### config.mk
export PLATFORM = sky130hd
export DESIGN_NAME = fractional_pll_config_regs
export DESIGN_NICKNAME = d
export VERILOG_FILES = /design/src/pll_cfg_pkg.sv /design/src/cfg_word.sv /design/src/frac_modulator.sv /design/src/fractional_pll_config_regs.sv
export SDC_FILE = /design/constraint.sdc
export NUM_CORES = 1
export LEC_CHECK = 0
export BUFFER_PORTS_ARGS = -buffer_cell sky130_fd_sc_hd__buf_4
export CORE_MARGIN = 2
export CORE_UTILIZATION = 40
export DETAILED_ROUTE_END_ITERATION = 6
export HOLD_SLACK_MARGIN = 0.08
export SETUP_SLACK_MARGIN = 0.1
export SLEW_MARGIN = 0
export SYNTH_ARGS = -nofsm -noshare
export SYNTH_HDL_FRONTEND = slang
export SYNTH_HIERARCHICAL = 1
export SYNTH_SLANG_ARGS = --single-unit
### constraint.sdc
create_clock -name clk_sys_i -period 10.69 [get_ports clk_sys_i]
set_clock_uncertainty 0.1 [all_clocks]
set_input_delay 2.138 -clock clk_sys_i [delete_from_list [all_inputs] [get_ports clk_sys_i]]
set_output_delay 2.138 -clock clk_sys_i [all_outputs]
set_load 0.05 [all_outputs]
### src/pll_cfg_pkg.sv
// Register map, reset values and field layout of the synthesizer configuration bank.
// Assumes each word sits at byte address four times its index on the register port.
package pll_cfg_pkg;
    localparam int DATA_W    = 16;
    localparam int ADDR_W    = 8;
    localparam int NUM_WORDS = 12;
    localparam int ACC_W     = 32;

    // Word indices
    localparam logic [5:0] IDX_N_HIGH    = 6'h22;
    localparam logic [5:0] IDX_N_LOW     = 6'h24;
    localparam logic [5:0] IDX_PFD_DLY   = 6'h25;
    localparam logic [5:0] IDX_DEN_HIGH  = 6'h26;
    localparam logic [5:0] IDX_DEN_LOW   = 6'h27;
    localparam logic [5:0] IDX_SEED_HIGH = 6'h28;
    localparam logic [5:0] IDX_SEED_LOW  = 6'h29;
    localparam logic [5:0] IDX_NUM_HIGH  = 6'h2a;
    localparam logic [5:0] IDX_NUM_LOW   = 6'h2b;
    localparam logic [5:0] IDX_OUT_CTRL  = 6'h2c;
    localparam logic [5:0] IDX_OUT_A_SRC = 6'h2d;
    localparam logic [5:0] IDX_OUT_B_SRC = 6'h2e;
    localparam logic [5:0] IDX_ACC_HIGH  = 6'h3e;
    localparam logic [5:0] IDX_ACC_LOW   = 6'h3f;

    // Position of each word in the storage array
    localparam int POS_N_HIGH = 0, POS_N_LOW = 1, POS_PFD_DLY = 2, POS_DEN_HIGH = 3,
                   POS_DEN_LOW = 4, POS_SEED_HIGH = 5, POS_SEED_LOW = 6, POS_NUM_HIGH = 7,
                   POS_NUM_LOW = 8, POS_OUT_CTRL = 9, POS_OUT_A_SRC = 10, POS_OUT_B_SRC = 11;

    localparam logic [5:0] WORD_IDX [NUM_WORDS] = '{
        IDX_N_HIGH, IDX_N_LOW, IDX_PFD_DLY, IDX_DEN_HIGH, IDX_DEN_LOW, IDX_SEED_HIGH,
        IDX_SEED_LOW, IDX_NUM_HIGH, IDX_NUM_LOW, IDX_OUT_CTRL, IDX_OUT_A_SRC, IDX_OUT_B_SRC};
    localparam logic [15:0] WORD_RESET [NUM_WORDS] = '{
        16'h0010, 16'h0070, 16'h0205, 16'hffff, 16'hffff, 16'h0000,
        16'h0000, 16'h0000, 16'h0000, 16'h22a2, 16'hc622, 16'h07f0};

    // Field positions
    localparam int PFD_DLY_LSB     = 8;
    localparam int PFD_DLY_W       = 6;
    localparam int N_HIGH_W        = 3;
    localparam int N_W             = 19;
    localparam int LEVEL_W         = 6;
    localparam int OUT_A_LEVEL_LSB = 8;
    localparam int OUT_B_LEVEL_LSB = 0;
    localparam int OUT_B_PD_BIT    = 7;
    localparam int OUT_A_PD_BIT    = 6;
    localparam int MOD_RST_BIT     = 5;
    localparam int MOD_ORDER_LSB   = 0;
    localparam int MOD_ORDER_W     = 3;
    localparam int OUT_A_SRC_LSB   = 11;
    localparam int OUT_A_SRC_W     = 2;

    typedef enum logic [2:0]
    {
        ORDER_INTEGER = 3'h0,
        ORDER_FIRST   = 3'h1,
        ORDER_SECOND  = 3'h2,
        ORDER_THIRD   = 3'h3
    } mod_order_t;

    typedef enum logic [1:0]
    {
        SRC_CHANNEL_DIV = 2'h0,
        SRC_VCO         = 2'h1,
        SRC_UNUSED      = 2'h2,
        SRC_RESERVED    = 2'h3
    } out_src_t;
endpackage : pll_cfg_pkg

### src/cfg_word.sv
// One configuration word with a fixed reset value.
// Assumes a one-cycle load strobe from the address decoder.
`timescale 1ns/100ps
module cfg_word #(
    parameter int           W         = 16,
    parameter logic [W-1:0] RESET_VAL = '0
) (
    input  wire logic         clk_sys_i,  // System clock
    input  wire logic         reset_i,    // Async reset, active high
    input  wire logic         wr_en_i,    // Load strobe
    input  wire logic [W-1:0] wr_data_i,  // Load value
    output logic      [W-1:0] q_o         // Stored word
);
    typedef struct packed
    {
        logic [W-1:0] q;
    } state_t;

    state_t st_r;
    state_t st_nxt;

    always_comb
    begin
        st_nxt = st_r;
        if (wr_en_i)
        begin
            st_nxt.q = wr_data_i;
        end
    end

    always_ff @(posedge clk_sys_i or posedge reset_i)
    begin
        if (reset_i)
        begin
            st_r.q <= RESET_VAL;
        end
        else
        begin
            st_r <= st_nxt;
        end
    end

    assign q_o = st_r.q;
endmodule : cfg_word

### src/frac_modulator.sv
// Fractional accumulator: loads the seed while held, then adds the numerator modulo denominator.
// Assumes run, seed, numerator and denominator come from registers on the same clock.
`timescale 1ns/100ps
module frac_modulator (
    input  wire logic        clk_sys_i,  // System clock
    input  wire logic        reset_i,    // Async reset, active high
    input  wire logic        run_i,      // Accumulate when high, load seed when low
    input  wire logic [31:0] seed_i,     // Starting state
    input  wire logic [31:0] num_i,      // Step per cycle
    input  wire logic [31:0] den_i,      // Modulus
    output logic      [31:0] acc_o,      // Accumulator state
    output logic             carry_o     // Overflow this cycle
);
    typedef struct packed
    {
        logic [31:0] acc;
        logic        carry;
    } state_t;

    state_t      st_r;
    state_t      st_nxt;
    logic [32:0] sum;

    always_comb
    begin
        st_nxt = st_r;
        sum    = {1'b0, st_r.acc} + {1'b0, num_i};
        if (!run_i)
        begin
            st_nxt.acc   = seed_i;
            st_nxt.carry = 1'b0;
        end
        else if (sum >= {1'b0, den_i})
        begin
            st_nxt.acc   = 32'(sum - {1'b0, den_i});
            st_nxt.carry = 1'b1;
        end
        else
        begin
            st_nxt.acc   = sum[31:0];
            st_nxt.carry = 1'b0;
        end
    end

    always_ff @(posedge clk_sys_i or posedge reset_i)
    begin
        if (reset_i)
        begin
            st_r <= '0;
        end
        else
        begin
            st_r <= st_nxt;
        end
    end

    assign acc_o   = st_r.acc;
    assign carry_o = st_r.carry;
endmodule : frac_modulator

### src/fractional_pll_config_regs.sv
// Configuration register bank of a fractional-N synthesizer with a small fractional engine.
// Assumes a single-master register port: one-cycle strobes, read data one cycle later.
//
// Decided for this implementation: the strobed register port.
`timescale 1ns/100ps

// Notes on behaviour
// - Six-bit phase detector delay, bits 13-8, reset 2
// - Denominator from two words, reset all ones
// - Numerator from two words, reset zero
// - Seed words give modulator starting state
// - Output A level field, reset 0x22
// - Output B level field, reset 0x22
// - Bit 7 powers down output B, reset set
// - Bit 6 powers down output A, reset clear
// - Bit 5 low holds modulator in reset
// - Order field: integer, first, second, third
// - Output A source: divider or VCO
// - Feedback divider is nineteen bits, two words
module fractional_pll_config_regs (
    input  wire logic        clk_sys_i,              // System clock, 125 MHz
    input  wire logic        reset_i,                // Async reset, active high
    input  wire logic [7:0]  addr_i,                 // Byte address
    input  wire logic [15:0] wr_data_i,              // Write data
    input  wire logic        wr_i,                   // Write strobe
    input  wire logic        rd_i,                   // Read strobe
    output logic      [15:0] rd_data_o,              // Read data, cycle after strobe
    output logic             rd_valid_o,             // Read data valid
    output logic      [5:0]  phase_detector_delay_o, // Phase detector delay
    output logic      [18:0] feedback_divider_o,     // Integer feedback divider
    output logic      [31:0] frac_denominator_o,     // Fractional denominator
    output logic      [31:0] frac_numerator_o,       // Fractional numerator
    output logic      [31:0] modulator_seed_o,       // Modulator seed
    output logic      [5:0]  out_a_level_o,          // Output A drive level
    output logic      [5:0]  out_b_level_o,          // Output B drive level
    output logic             out_a_powerdown_o,      // Output A powered down
    output logic             out_b_powerdown_o,      // Output B powered down
    output logic             modulator_reset_low_o,  // Modulator reset, active low
    output logic      [2:0]  modulator_order_o,      // Modulator order code
    output logic             integer_mode_o,         // Order code selects integer mode
    output logic             order_unused_o,         // Order code is an unused value
    output logic             modulator_running_o,    // Fractional engine advancing
    output logic      [1:0]  out_a_source_select_o,  // Output A source code
    output logic             out_a_from_divider_o,   // Output A fed by channel divider
    output logic             out_a_from_vco_o,       // Output A fed by VCO
    output logic             out_a_source_bad_o,     // Output A source code unusable
    output logic      [31:0] modulator_acc_o,        // Fractional engine state
    output logic             modulator_carry_o       // Fractional engine overflow
);
    typedef struct packed
    {
        logic [15:0] rd_data;
        logic        rd_valid;
        logic        integer_mode;
        logic        order_unused;
        logic        mod_run;
        logic        a_from_div;
        logic        a_from_vco;
        logic        a_bad;
    } state_t;

    state_t                          st_r;
    state_t                          st_nxt;
    logic [15:0]                     word_q [pll_cfg_pkg::NUM_WORDS];
    logic [pll_cfg_pkg::NUM_WORDS-1:0] wr_hit;
    logic [31:0]                     acc;
    logic                            carry;
    logic [15:0]                     rd_mux;
    logic [2:0]                      order;
    logic [1:0]                      a_src;
    logic [15:0]                     ctrl_w;
    logic [15:0]                     src_w;

    // Word storage, one register per writable index; the accumulator indices have none
    genvar k;
    generate
        for (k = 0; k < pll_cfg_pkg::NUM_WORDS; k++)
        begin : g_word
            assign wr_hit[k] = wr_i && addr_i == {pll_cfg_pkg::WORD_IDX[k], 2'b00};
            cfg_word #(
                .W         (pll_cfg_pkg::DATA_W),
                .RESET_VAL (pll_cfg_pkg::WORD_RESET[k])
            ) u_word (
                .clk_sys_i (clk_sys_i),
                .reset_i   (reset_i),
                .wr_en_i   (wr_hit[k]),
                .wr_data_i (wr_data_i),
                .q_o       (word_q[k])
            );
        end
    endgenerate

    // Field views of the stored words
    assign ctrl_w                 = word_q[pll_cfg_pkg::POS_OUT_CTRL];
    assign src_w                  = word_q[pll_cfg_pkg::POS_OUT_A_SRC];
    assign phase_detector_delay_o = word_q[pll_cfg_pkg::POS_PFD_DLY][pll_cfg_pkg::PFD_DLY_LSB +:
                                    pll_cfg_pkg::PFD_DLY_W];
    assign feedback_divider_o     = {word_q[pll_cfg_pkg::POS_N_HIGH][pll_cfg_pkg::N_HIGH_W-1:0],
                                     word_q[pll_cfg_pkg::POS_N_LOW]};
    assign frac_denominator_o     = {word_q[pll_cfg_pkg::POS_DEN_HIGH],
                                     word_q[pll_cfg_pkg::POS_DEN_LOW]};
    assign frac_numerator_o       = {word_q[pll_cfg_pkg::POS_NUM_HIGH],
                                     word_q[pll_cfg_pkg::POS_NUM_LOW]};
    assign modulator_seed_o       = {word_q[pll_cfg_pkg::POS_SEED_HIGH],
                                     word_q[pll_cfg_pkg::POS_SEED_LOW]};
    assign out_a_level_o          = ctrl_w[pll_cfg_pkg::OUT_A_LEVEL_LSB +:
                                    pll_cfg_pkg::LEVEL_W];
    assign out_b_level_o          = src_w[pll_cfg_pkg::OUT_B_LEVEL_LSB +:
                                    pll_cfg_pkg::LEVEL_W];
    assign out_b_powerdown_o      = ctrl_w[pll_cfg_pkg::OUT_B_PD_BIT];
    assign out_a_powerdown_o      = ctrl_w[pll_cfg_pkg::OUT_A_PD_BIT];
    assign modulator_reset_low_o  = ctrl_w[pll_cfg_pkg::MOD_RST_BIT];
    assign order                  = ctrl_w[pll_cfg_pkg::MOD_ORDER_LSB +:
                                    pll_cfg_pkg::MOD_ORDER_W];
    assign modulator_order_o      = order;
    assign a_src                  = src_w[pll_cfg_pkg::OUT_A_SRC_LSB +:
                                    pll_cfg_pkg::OUT_A_SRC_W];
    assign out_a_source_select_o  = a_src;

    // Read multiplexer; unmapped and unaligned addresses read as zero
    always_comb
    begin
        rd_mux = '0;
        for (int i = 0; i < pll_cfg_pkg::NUM_WORDS; i++)
        begin
            if (addr_i == {pll_cfg_pkg::WORD_IDX[i], 2'b00})
            begin
                rd_mux = word_q[i];
            end
        end
        if (addr_i == {pll_cfg_pkg::IDX_ACC_HIGH, 2'b00})
        begin
            rd_mux = acc[31:16];
        end
        if (addr_i == {pll_cfg_pkg::IDX_ACC_LOW, 2'b00})
        begin
            rd_mux = acc[15:0];
        end
    end

    // Decode of order and source codes, registered
    always_comb
    begin
        st_nxt          = st_r;
        st_nxt.rd_valid = rd_i;
        st_nxt.rd_data  = rd_i ? rd_mux : 16'h0000;
        st_nxt.integer_mode = 1'b0;
        st_nxt.order_unused = 1'b0;
        case (order)
            pll_cfg_pkg::ORDER_INTEGER:
            begin
                st_nxt.integer_mode = 1'b1;
            end
            pll_cfg_pkg::ORDER_FIRST,
            pll_cfg_pkg::ORDER_SECOND,
            pll_cfg_pkg::ORDER_THIRD:
            begin
                st_nxt.integer_mode = 1'b0;
            end
            default:
            begin
                st_nxt.order_unused = 1'b1;
            end
        endcase
        // Engine only advances out of reset and in a fractional order
        st_nxt.mod_run = modulator_reset_low_o && !st_nxt.integer_mode
                         && !st_nxt.order_unused;
        st_nxt.a_from_div = 1'b0;
        st_nxt.a_from_vco = 1'b0;
        st_nxt.a_bad      = 1'b0;
        case (a_src)
            pll_cfg_pkg::SRC_CHANNEL_DIV:
            begin
                st_nxt.a_from_div = 1'b1;
            end
            pll_cfg_pkg::SRC_VCO:
            begin
                st_nxt.a_from_vco = 1'b1;
            end
            default:
            begin
                st_nxt.a_bad = 1'b1;
            end
        endcase
    end

    always_ff @(posedge clk_sys_i or posedge reset_i)
    begin
        if (reset_i)
        begin
            st_r              <= '0;
            st_r.order_unused <= 1'b0;
            st_r.a_from_div   <= 1'b1;
        end
        else
        begin
            st_r <= st_nxt;
        end
    end

    frac_modulator u_mod (
        .clk_sys_i (clk_sys_i),
        .reset_i   (reset_i),
        .run_i     (st_r.mod_run),
        .seed_i    (modulator_seed_o),
        .num_i     (frac_numerator_o),
        .den_i     (frac_denominator_o),
        .acc_o     (acc),
        .carry_o   (carry)
    );

    assign rd_data_o            = st_r.rd_data;
    assign rd_valid_o           = st_r.rd_valid;
    assign integer_mode_o       = st_r.integer_mode;
    assign order_unused_o       = st_r.order_unused;
    assign modulator_running_o  = st_r.mod_run;
    assign out_a_from_divider_o = st_r.a_from_div;
    assign out_a_from_vco_o     = st_r.a_from_vco;
    assign out_a_source_bad_o   = st_r.a_bad;
    assign modulator_acc_o      = acc;
    assign modulator_carry_o    = carry;
endmodule : fractional_pll_config_regs

* Word level (Yosys, flattened, before mapping)
Index checks and enable logic that the tools add are counted.
Word-level totals: input port bits 28, register bits after elaboration 248, word-level logic and storage cells 84, output and inout bits 197
Cells by class: $add $sub $neg 2, $lt $le $gt $ge 1, muxes and demuxes 22, eq/ne operators 18, reduce and logical (&&, ||, !) cells 19
Operators with widths (count):
- $mux 16 | 15
- $eq 8x8->1 const B | 14
- $mux 33 | 2
- $add 32x32->33 | 1
- $ge 33x32->1 | 1
- $sub 32x32->32 | 1
- $logic_and 1x1->1 | 14
- $eq 3x2->1 const B | 2
- $mux 1 | 5
- $reduce_or 4->1 | 1
- $eq 3x1->1 const B | 1
- $logic_not 3->1 | 1
- $eq 2x1->1 const B | 1
- $logic_not 2->1 | 1
- $reduce_or 2->1 | 1
- $logic_not 1->1 | 1

* Depth between registers and ports, before layout
Gate-level depths: netlist of run 1.
word-level depth 16, depth in mapped cells 22, mapped depth without buffers 20

* By module
Netlist of run 1, hierarchy kept.
By module, submodules not included:
- frac_modulator | area each 5158.7 um^2, times used 1, seq. area each 825.8 um^2, cells an instance 682
- fractional_pll_config_regs | area each 3482.1 um^2, times used 1, seq. area each 576.8 um^2, cells an instance 485
- cfg_word (g_word[5].u_word ...) | area each 653.1 um^2, times used 4, seq. area each 400.4 um^2, cells an instance 35
- cfg_word (g_word[3].u_word ...) | area each 673.1 um^2, times used 2, seq. area each 420.4 um^2, cells an instance 35
- cfg_word (g_word[1].u_word ...) | area each 656.9 um^2, times used 2, seq. area each 404.1 um^2, cells an instance 35
- cfg_word (g_word[11].u_word) | area each 661.9 um^2, times used 1, seq. area each 409.1 um^2, cells an instance 35
- cfg_word (g_word[10].u_word) | area each 660.6 um^2, times used 1, seq. area each 407.9 um^2, cells an instance 35
- cfg_word (g_word[9].u_word) | area each 659.4 um^2, times used 1, seq. area each 406.6 um^2, cells an instance 35
- cfg_word (g_word[0].u_word) | area each 654.4 um^2, times used 1, seq. area each 401.6 um^2, cells an instance 35

* Worst setup path before layout of run 1
Ideal clock, no wire load.
path kind register to register, start register g_word[8].u_word.st_r, in the netlist g_word[8].u_word/q_o[0], end register u_mod.st_r, in the netlist u_mod/acc_o[27], path slack 5.296 ns, data arrival time 5.152 ns, setup time 0.142 ns, cell stages (with the launch flop) 23, required time 10.448 ns, clock period less this slack 5.394 ns, buffers on the path 2, cell sequence dfrtp_1 ha_1 fa_1 a211oi_1 o21ai_1 a2111oi_0 nor3b_1 o21a_1 a21bo_1 a21oi_1 xnor2_1 ha_1 and4_1 nor2b_1 nand4_1 a211o_1 a211o_1 a211oi_2 nor2_2 buf_6 buf_2 o311ai_0 a31oi_2
RTL lines:
- start, declared | RTL line cfg_word.sv:19 | state_t st_r;
- start signal, assigned | RTL line cfg_word.sv:39 | st_r <= st_nxt;
- end signal, assigned | RTL line frac_modulator.sv:53 | st_r <= st_nxt;
- end, declared | RTL line frac_modulator.sv:20 | state_t st_r;

==> metrics.txt, run 1 <==
status completed; Placeable Area a little over 40,000 um2; fraction of layout instances using a drive strength above 1 between 30% and 40%; final setup TNS 0 ns; worst r2r src g_word[8].u_word/q_o[0]; final period utilization 60.72%; largest net degree at the start of global routing 58; CP Capture Point u_mod/acc_o[16]; CP startpoint kind register; final WL between 70 and 80 mm; # port buffers 224; YS warnings 6; drt first-iter violations 1,533; main area contributors after synthesis dfrtp_1 (29%), mux2_4 (11%), dfstp_2 (9.2%); Reg clk slew, reported paths 0.07 ns; worst skew pair latency 0.61 ns; Worst R2R End u_mod/acc_o[16]; DRC 0; type of destination of the critical path register; DIE WIDTH roughly 210 um; Worst Setup SP g_word[8].u_word/q_o[0]; max reg flops approximately 190; post-route ant nets 0; CP Class register to register; wire per inst 30.41 um; dominant cell type by area after synthesis dfrtp_1; Worst Max-Slew Pin Slew 1.348 ns; Area Overhead vs Synth 16.47%; CTS tree done; CTS resizes 0; leading cell types by count after synthesis dfrtp_1 (190), a21oi_1 (129), mux2_4 (120); placement row count 74; initial antenna violation count 0; Fin. Hold Viols 0; R2R depth 20; total of max-cap violations 0; root buf cell clkbuf_16; Final HPWL DP 52.98 mm; CTS Hold Buffers Added 0; die height roughly 210 um; Post-synth EDFFs 0; Die ar. 43,020 um2; CTS Buffer Depth 3; top-count cell post-synth dfrtp_1; pwr dens 156.8 nW/um2; Critical Path RT 11.06 ns; Final Critical Period 6.490 ns; Worst Hold Class register to register; RePlAce Congestion roughly 0.98; CP Max Fanout 35; FFs w/ async S/R, synth between 90% and 100%; Peak VDD IR 95.45 uV; ys flop type dfrtp_1; initial core utilization 40.53%; Net count, final 1,857; CTS buffer count 29; Remaining Overflow, GRT 0; global-route usage over all layers 31.78%; IO Pins 225; final setup violation count 0; RSZ-0062 raised after global routing false; vias per cell roughly 6.3; post-synthesis register bit count 248; Syn Std Cell Area 16,550 um2; slew margin rel. about a tenth; Leak roughly 0.0088 uW; drt first pass iters 6; wire length of the first global-routing pass about 100 mm; clk sinks 248; syn_area_per_cell roughly 10 um2; Via Count approximately 15,000; Worst Path Arrival between 6 and 7 ns; non-filler cells, final between 2,000 and 2,500; syn_nets 1,681; Max Clk Rate 0.1541 GHz; postcts setup bufs 0; Yosys top cell area share between 20 and 30%; pins over their slew limit 0; Gate Count Post-Synth 1,587; setup slack, reg-to-reg 4.20 ns; vias in the first global route 14,090; H-tree depth 1; final hold slack 0.4009 ns; Placed Cells 2,264; Seq/Total Area, Yosys 37.94%; final core occ a little under half; Distinct cells, synth 94
metrics by stage:
step	setup slack (ns)	total power (uW)	cell area, um2
6_report	4.200	3023	19270
5_1_grt	3.720	3131	19260
4_1_cts	4.267	3010	19260
3_5_place_dp	4.329	1981	18280
3_3_place_gp	4.530	1977	18280
2_1_floorplan	5.296	1704	16550
layout make-up:
| class | instances | area (um2) |
|---|---|---|
| flip-flops and latches | 248 | 6280 |
| diodes | 5 | 12.51 |
| clock buffers | 45 | 875.8 |
| clock inverters | 9 | 103.9 |
| fillers | 3804 | 21560 |
| well taps | 532 | 665.6 |
| inverters | 76 | 285.3 |
| repair buffers | 238 | 1787 |
| multi-input cells | 1170 | 9265 |
report_power, final:
group          leakage, uW  total (uW)  internal [uW]  switching [uW]
Combinational      0.00513         923            332             591
Clock             0.000483        1030            590             443
Sequential         0.00321        1070            992            74.9
placed cells by master, fill, tap and decap left out, drive strengths merged, types with 14 or more instances in the layout:
master	count
dfrtp	190
nor2	105
a21oi	130
inv	77
nand2	87
o21ai	108
mux2	197
ha	64
xor2	18
xnor2	31
clkbuf	45
nand4	14
a31oi	16
dfstp	58
a22oi	22
a211oi	18
mux2i	42
o211ai	17
nand3	30
buf	238
nor3	30
a21o	18
cells by family (layout without fill, tap and decap cells):
logic type,count (synthesis),count (layout),share of synthesized area [%]
AOI/OAI and AO/OA,456,456,18.13
xor gates and xnor gates,49,49,2.593
adders and majority gates,66,66,5.081
buffers and inverters,169,368,6.343
DFF,248,248,37.94
muxes,239,239,18.67
other,0,5,0
and+or+nand+nor,360,360,11.25
worst max-delay path: stages, from the launching register on:
cell and delay [ns]:
dfrtp_1 0.41, ha_1 0.25, fa_1 0.43, a211oi_1 0.40, o21ai_1 0.17, a2111oi_0 0.66, nor3b_1 0.14, o21a_1 0.22
a21bo_1 0.19, a21oi_1 0.17, xnor2_1 0.18, ha_1 0.35, and4_1 0.27, a211o_1 0.31, a221oi_1 0.63, a211o_1 0.24
a211oi_2 0.11, nor2_4 0.17, buf_4 0.49, nor2_1 0.11, a221o_1 0.35
worst min-delay path by stage:
stage,startpoint,to,slack (ns),depth (start not counted)
floorplan,g_word[9].u_word/q_o[15],g_word[9].u_word/q_o[15],0.37,1
global placement,g_word[2].u_word/q_o[15],g_word[2].u_word/q_o[15],0.39,1
detailed placement,g_word[10].u_word/q_o[6],g_word[10].u_word/q_o[6],0.39,1
CTS,g_word[2].u_word/q_o[4],g_word[2].u_word/q_o[4],0.41,1
global route,g_word[0].u_word/q_o[11],g_word[0].u_word/q_o[11],0.43,1
finish,g_word[2].u_word/q_o[4],g_word[2].u_word/q_o[4],0.40,1
per-layer routing:
| metal | track usage, % | wire [um] | part of all wire [%] |
|---|---|---|---|
| met3 | 7.035 | 6848 | 9.7 |
| met1 | 44.12 | 29790 | 42 |
| met5 | 0 | 0 | 0 |
| met2 | 47.74 | 30900 | 44 |
| met4 | 13.42 | 3109 | 4.4 |
No activity file was read; power rests on OpenSTA's default activity.
==> inputs of run 2 (changes only) <==
- clock period: 10.69 -> 5.8 ns (I/O delays scaled with it)
==> metrics.txt, run 2 (synthesis results as in run 1) <==
drt first pass iters 5 (-1); status completed; root buf cell clkbuf_16; Power Internal 3744 uW (+96%); Die ar. 43,020 um2 (unchanged); hold_sp g_word[2].u_word/q_o[4]; initial core utilization 40.53% (unchanged); Clk pwr share 34.5% (+0.3 points); global-route usage over all layers 32.02% (+0.24 points); Fin. Hold Viols 0 (unchanged); IO Pins 225 (unchanged); pwr dens 294.8 nW/um2 (+88%); Worst Max-Slew Pin Slew 1.222 ns (-0.1261 ns); die height 207.4 um (unchanged); type of destination of the critical path register; non-filler cells, final 2,354 (+1.3%); Comb power frac 31.7% (+1.2 points); DRC 0 (unchanged); Final HPWL DP 53.88 mm (+1.7%); Worst Path Arrival 5.87 ns (-0.99 ns); CP Class register to register; CTS buffer count 29 (unchanged); Area Overhead vs Synth 18.91%; # diodes 0 (-5); CP Max Fanout 8 (-77%); DIE WIDTH 207.4 um (unchanged); final WL 70.83 mm (+0.26%); placement row count 74 (unchanged); wire length of the first global-routing pass 101.8 mm (+0.70%); Power Total 5802 uW (+92%); Via Count 14,680 (-0.18%); CP startpoint kind register; Reg clk slew, reported paths 0.06 ns (about the same); largest net degree at the start of global routing 56 (-3.4%); fraction of layout instances using a drive strength above 1 34.85% (+1.8 points); Worst Setup SP g_word[8].u_word/q_o[0]; initial antenna violation count 0 (unchanged); drt first-iter violations 1,628 (+6.2%); RSZ-0062 raised after global routing true; sw frac 35.48% (-1.2 points); final period utilization 95.13% (+34 points); Placed Cells 2,298 (+1.5%); vias in the first global route 14,320 (+1.6%); final setup TNS 0 ns (unchanged); Placeable Area 40,830 um2 (unchanged); # port buffers 224 (unchanged); pins over their slew limit 0 (unchanged); vias per cell 6.237 (-1.5%); Peak VDD IR 222.8 uV (+130%); Leak 0.009077 uW (+2.8%); worst skew pair latency 0.59 ns (-0.02 ns); most frequent cells in the layout buf_4 (271), dfrtp_1 (189), a21oi_1 (128), mux2_4 (120), nor2_1 (95); Worst Hold Class register to register; Remaining Overflow, GRT 0 (unchanged); Max Clk Rate 0.1812 GHz (+18%); clk sinks 248 (unchanged); final setup violation count 0 (unchanged); slew margin rel. 18.46% (+8.4 points); Switch Pwr 2058 uW (+86%); number of fill cells 3,759 (-1.2%); wire per inst 30.09 um (-1.1%); H-tree depth 1 (unchanged); Net count, final 1,893 (+1.9%); post-route ant nets 0 (unchanged); max reg flops 192 (unchanged); total of max-cap violations 0 (unchanged); worst r2r src g_word[8].u_word/q_o[0]; Critical Path RT 6.16 ns (-4.90 ns); CTS Buffer Depth 3 (unchanged); most common cell after layout, fill and taps aside buf_4; Final Critical Period 5.518 ns (-0.9727 ns); RePlAce Congestion 0.9934 (+1.9%); sequential power share 33.8% (-1.5 points); CTS tree done
[run 2: changes by cell type in the layout (fill, tap and decap cells not counted), sizes merged]
cell / delta
clkinvlp: +1
inv: +4
clkbuf: -7
diode: -5
buf: +35
clkinv: -1
bufinv: +4
[run 2: critical path: stages, from the launching register on]
cell	delay, ns
dfrtp_1	0.38
ha_1	0.25
fa_1	0.42
a211oi_2	0.23
o21ai_1	0.16
a2111oi_2	0.37
buf_4	0.16
nor3b_1	0.04
o21a_1	0.18
a21bo_1	0.20
a21oi_2	0.18
xnor2_2	0.16
ha_1	0.28
buf_4	0.16
o21ai_0	0.07
nor2_1	0.06
a211o_1	0.25
a221oi_1	0.33
buf_4	0.19
a211o_1	0.16
a211oi_4	0.08
nor2_4	0.37
buf_4	0.19
nor2_1	0.05
a221o_1	0.35
[run 2: power groups by stage]
stage	logic [uW]	registers [uW]	clock network (uW)
2_1_floorplan	1000	2140	0
3_3_place_gp	1740	1990	0
3_5_place_dp	1760	1990	0
4_1_cts	1760	1960	2030
5_1_grt	1940	1960	2110
6_report	1840	1960	2000
[run 2: per-layer routing]
metal	vias up	track usage (%)	routed length, um
met5	-	0	0
met4	0	13.37	3157
met3	143	6.657	6578
met2	817	48.31	30980
met1	7437	44.59	30120
li1	6285	-	-
[run 2: final cells by class]
type | instances | area, um2 | area share [%]
flip-flops and latches | 248 | 6280 | 31.91
well taps | 532 | 665.6 | 3.382
repair buffers | 274 | 2100 | 10.67
clock buffers | 37 | 795.8 | 4.044
multi-input cells | 1170 | 9303 | 47.27
inverters | 76 | 285.3 | 1.450
clock inverters | 17 | 250.2 | 1.272
[run 2: path summary, 6_finish.rpt]
| check | endpoint | slack (ns) | depth (start not counted) |
|---|---|---|---|
| worst min-delay path | g_word[2].u_word/q_o[4] | 0.41 | 1 |
| min in group asynchronous | g_word[10].u_word/q_o[13] | 0.68 | 2 |
| worst min register to register | g_word[2].u_word/q_o[4] | 0.41 | 1 |
| max in group asynchronous | modulator_running_o | 4.10 | 2 |
| worst max register to register | u_mod/acc_o[16] | 0.28 | 24 |
| worst max-delay path | u_mod/acc_o[16] | 0.28 | 24 |
[run 2: what timing repair did]
item | CTS | global route
hold endpoints to repair | 0 | 0
hold buffers | 0 | 0
setup buffers | 0 | 1
gates resized for setup | 0 | 8
setup endpoints to repair | 0 | 32
[run 2: through the flow]
step / hold slack, ns / worst slack [ns] / util [%] / instance area [um2]
2_1_floorplan: 0.3722 / 0.4055 / - / 16550
3_3_place_gp: 0.3889 / 0.2587 / 45.46 / 18560
3_5_place_dp: 0.3902 / 0.2214 / 45.46 / 18560
4_1_cts: 0.4108 / 0.2119 / 48.02 / 19610
5_1_grt: 0.4152 / 0.07805 / 48.20 / 19680
6_report: 0.4076 / 0.2822 / 48.20 / 19680
==> inputs of run 3 (changes only) <==
- ABC_AREA: unset -> 1
==> metrics.txt, run 3 <==
status completed; Worst Path Arrival 5.22 ns (-0.65 ns); worst r2r src u_mod/acc_o[0]; max incr delay on CP 0.48 ns (+0.06 ns); final period utilization 83.00% (-12 points); drt first-iter violations 1,984 (+22%); GRT met3 Usage 5.162% (-1.5 points); Worst Setup SP u_mod/acc_o[0]; largest net degree at the start of global routing 46 (-18%); # port buffers 224 (unchanged); Final Critical Period 4.814 ns (-0.7036 ns); syn_nets 2,627 (+56%); syn_area_per_cell 6.805 um2 (-35%); most common cell after layout, fill and taps aside nand2_1; dominant cell type by area after synthesis dfrtp_1; initial core utilization 40.28% (-0.25 points); vias in the first global route 16,750 (+17%); CTS Buffer Depth 3 (unchanged); GR Util met1 47.71% (+3.1 points); DRC 0 (unchanged); CTS tree done; Placeable Area 42,790 um2 (+4.8%); Power Total 5615 uW (-3.2%); DIE WIDTH 211.6 um (+2.0%); post-route ant nets 0 (unchanged); critical path's most frequent cell nand2_1; final WL 76.24 mm (+7.6%); clk sinks 248 (unchanged); Syn Std Cell Area 17,240 um2 (+4.2%); Top Family by Delay on Critical Path simple AND/OR/NAND/NOR gates; FFs w/ async S/R, synth 100.0% (unchanged); RePlAce Congestion 1.066 (+7.3%); Post-synth EDFFs 0 (unchanged); hold_sp g_word[10].u_word/q_o[11]; main area contributors after synthesis dfrtp_1 (28%), nand2_1 (25%), dfstp_2 (8.8%); Critical path buffers and inverters 0 (-4); ys flop type dfrtp_1; wire per inst 23.10 um (-23%); dpl cell area 18,960 um2 (+2.1%); Via Count 17,720 (+21%); # diodes 0 (unchanged); Worst path slowest cell dfrtp_1; pins over their slew limit 0 (unchanged); root buf cell clkbuf_16; most frequent cells in the layout nand2_1 (1,133), inv_1 (292), buf_4 (239), nand3_1 (194), dfrtp_1 (190); global-route usage over all layers 33.87% (+1.9 points); CTS resizes 0 (unchanged); H-tree depth 1 (unchanged); CP Max Fanout 34 (+26); Worst Hold Class register to register; Gate Count Post-Synth 2,533 (+60%); CP Class register to register; number of fill cells 4,483 (+19%); final setup violation count 0 (unchanged); Fin. Hold Viols 0 (unchanged); slew margin rel. 35.20% (+17 points); Yosys top cell area share 27.58% (-1.1 points); multi-input logic area 8922 um2 (-4.1%); critical path cell sequence ha_1, fa_1, nand2_1, nand3_1, nand3_1, nand2_2, nand2_1, nand2_1, nand3b_1, nand2_1, nand2_1, nand2_1, ha_1, a21oi_1, a21oi_1, a21oi_1, nand3_1, nor2_4, nand2_8, nor2_8, nand2_1, nand3_1; Max Clk Rate 0.2077 GHz (+15%); Seq/Total Area, Yosys 36.43% (-1.5 points); Reg clk slew, reported paths 0.06 ns (about the same); FF+latch area 6279 um2 (about the same); final instance area 19,980 um2 (+1.5%); Remaining Overflow, GRT 0 (unchanged); final setup TNS 0 ns (unchanged); Peak VDD IR 149.5 uV (-33%); Final HPWL DP 59.82 mm (+11%); total of max-cap violations 0 (unchanged); Distinct cells, synth 49 (-48%); pwr dens 281.1 nW/um2 (-4.7%); IO Pins 225 (unchanged); die height 211.6 um (+2.0%); worst skew pair latency 0.61 ns (+0.02 ns); busiest grt layer met2; Leak 0.01145 uW (+26%); Area Overhead vs Synth 15.89%; type of destination of the critical path register; placement row count 76 (+2.7%); initial antenna violation count 1 (+1); max reg flops 192 (unchanged); CTS buffer count 30 (+3.4%); met2 Usage GRT 51.62% (+3.3 points); leading cell types by count after synthesis nand2_1 (1,133), inv_1 (292), nand3_1 (194); Worst Max-Slew Pin Slew 0.9710 ns (-0.2508 ns); Critical Path RT 6.21 ns (+0.05 ns); top-count cell post-synth nand2_1; Net count, final 2,825 (+49%); YS warnings 6 (unchanged); wire length of the first global-routing pass 110.1 mm (+8.2%); drt first pass iters 6 (+1); RSZ-0062 raised after global routing false; fraction of layout instances using a drive strength above 1 18.04% (-17 points); postcts setup bufs 0 (unchanged); post-synthesis register bit count 248 (unchanged); Die ar. 44,770 um2 (+4.1%); vias per cell 5.367 (-14%); CP startpoint kind register; CTS Hold Buffers Added 0 (unchanged)
==> run 3: worst paths after layout <==
path                            depth (start not counted)                 endpoint  slack [ns]
worst max-delay path                                   22          u_mod/acc_o[23]        0.99
worst min-delay path                                    1     out_a_from_divider_o        0.36
worst max register to register                         22          u_mod/acc_o[23]        0.99
worst min register to register                          1     out_a_from_divider_o        0.36
max in group asynchronous                               2            rd_data_o[10]        4.15
min in group asynchronous                               2  g_word[6].u_word/q_o[0]        0.69
==> run 3: layout make-up <==
class                      count  area share, %
timing repair buffer         239          8.982
tap                          546          3.420
sequential                   248          31.43
multi-input combinational   1888          44.67
clock buffer                  48          4.554
clock inverter                 8         0.5199
inverter                     324          6.427
==> run 3: through the flow <==
stage | util, % | hold slack, ns | cells | setup slack, ns
floorplan | - | 0.3345 | 2533 | 2.132
global placement | 44.31 | 0.3388 | 3245 | 1.113
detailed placement | 44.31 | 0.3420 | 3245 | 1.095
CTS | 46.68 | 0.3534 | 3301 | 1.022
global route | 46.68 | 0.3691 | 3301 | 0.6093
finish | 46.68 | 0.3622 | 3301 | 0.9858
==> run 3: cells by family after synthesis <==
logic type	synth area share, %
simple gates	41.64
buf+inv	11.81
flops	36.43
compound gates	3.521
fa+ha+maj	4.878
xor+xnor	1.728
==> run 3: power breakdown <==
group,total (uW),switching (uW),internal (uW)
Clock,1920,798,1120
Combinational,1750,1270,474
Sequential,1950,123,1830
Total,5610,2190,3420
==> run 3: per-layer routing <==
layer | wire length [um] | vias to the layer above
met4 | 3780 | 0
li1 | - | 8216
met3 | 6630 | 167
met5 | 0 | -
met2 | 32500 | 919
met1 | 33330 | 8416
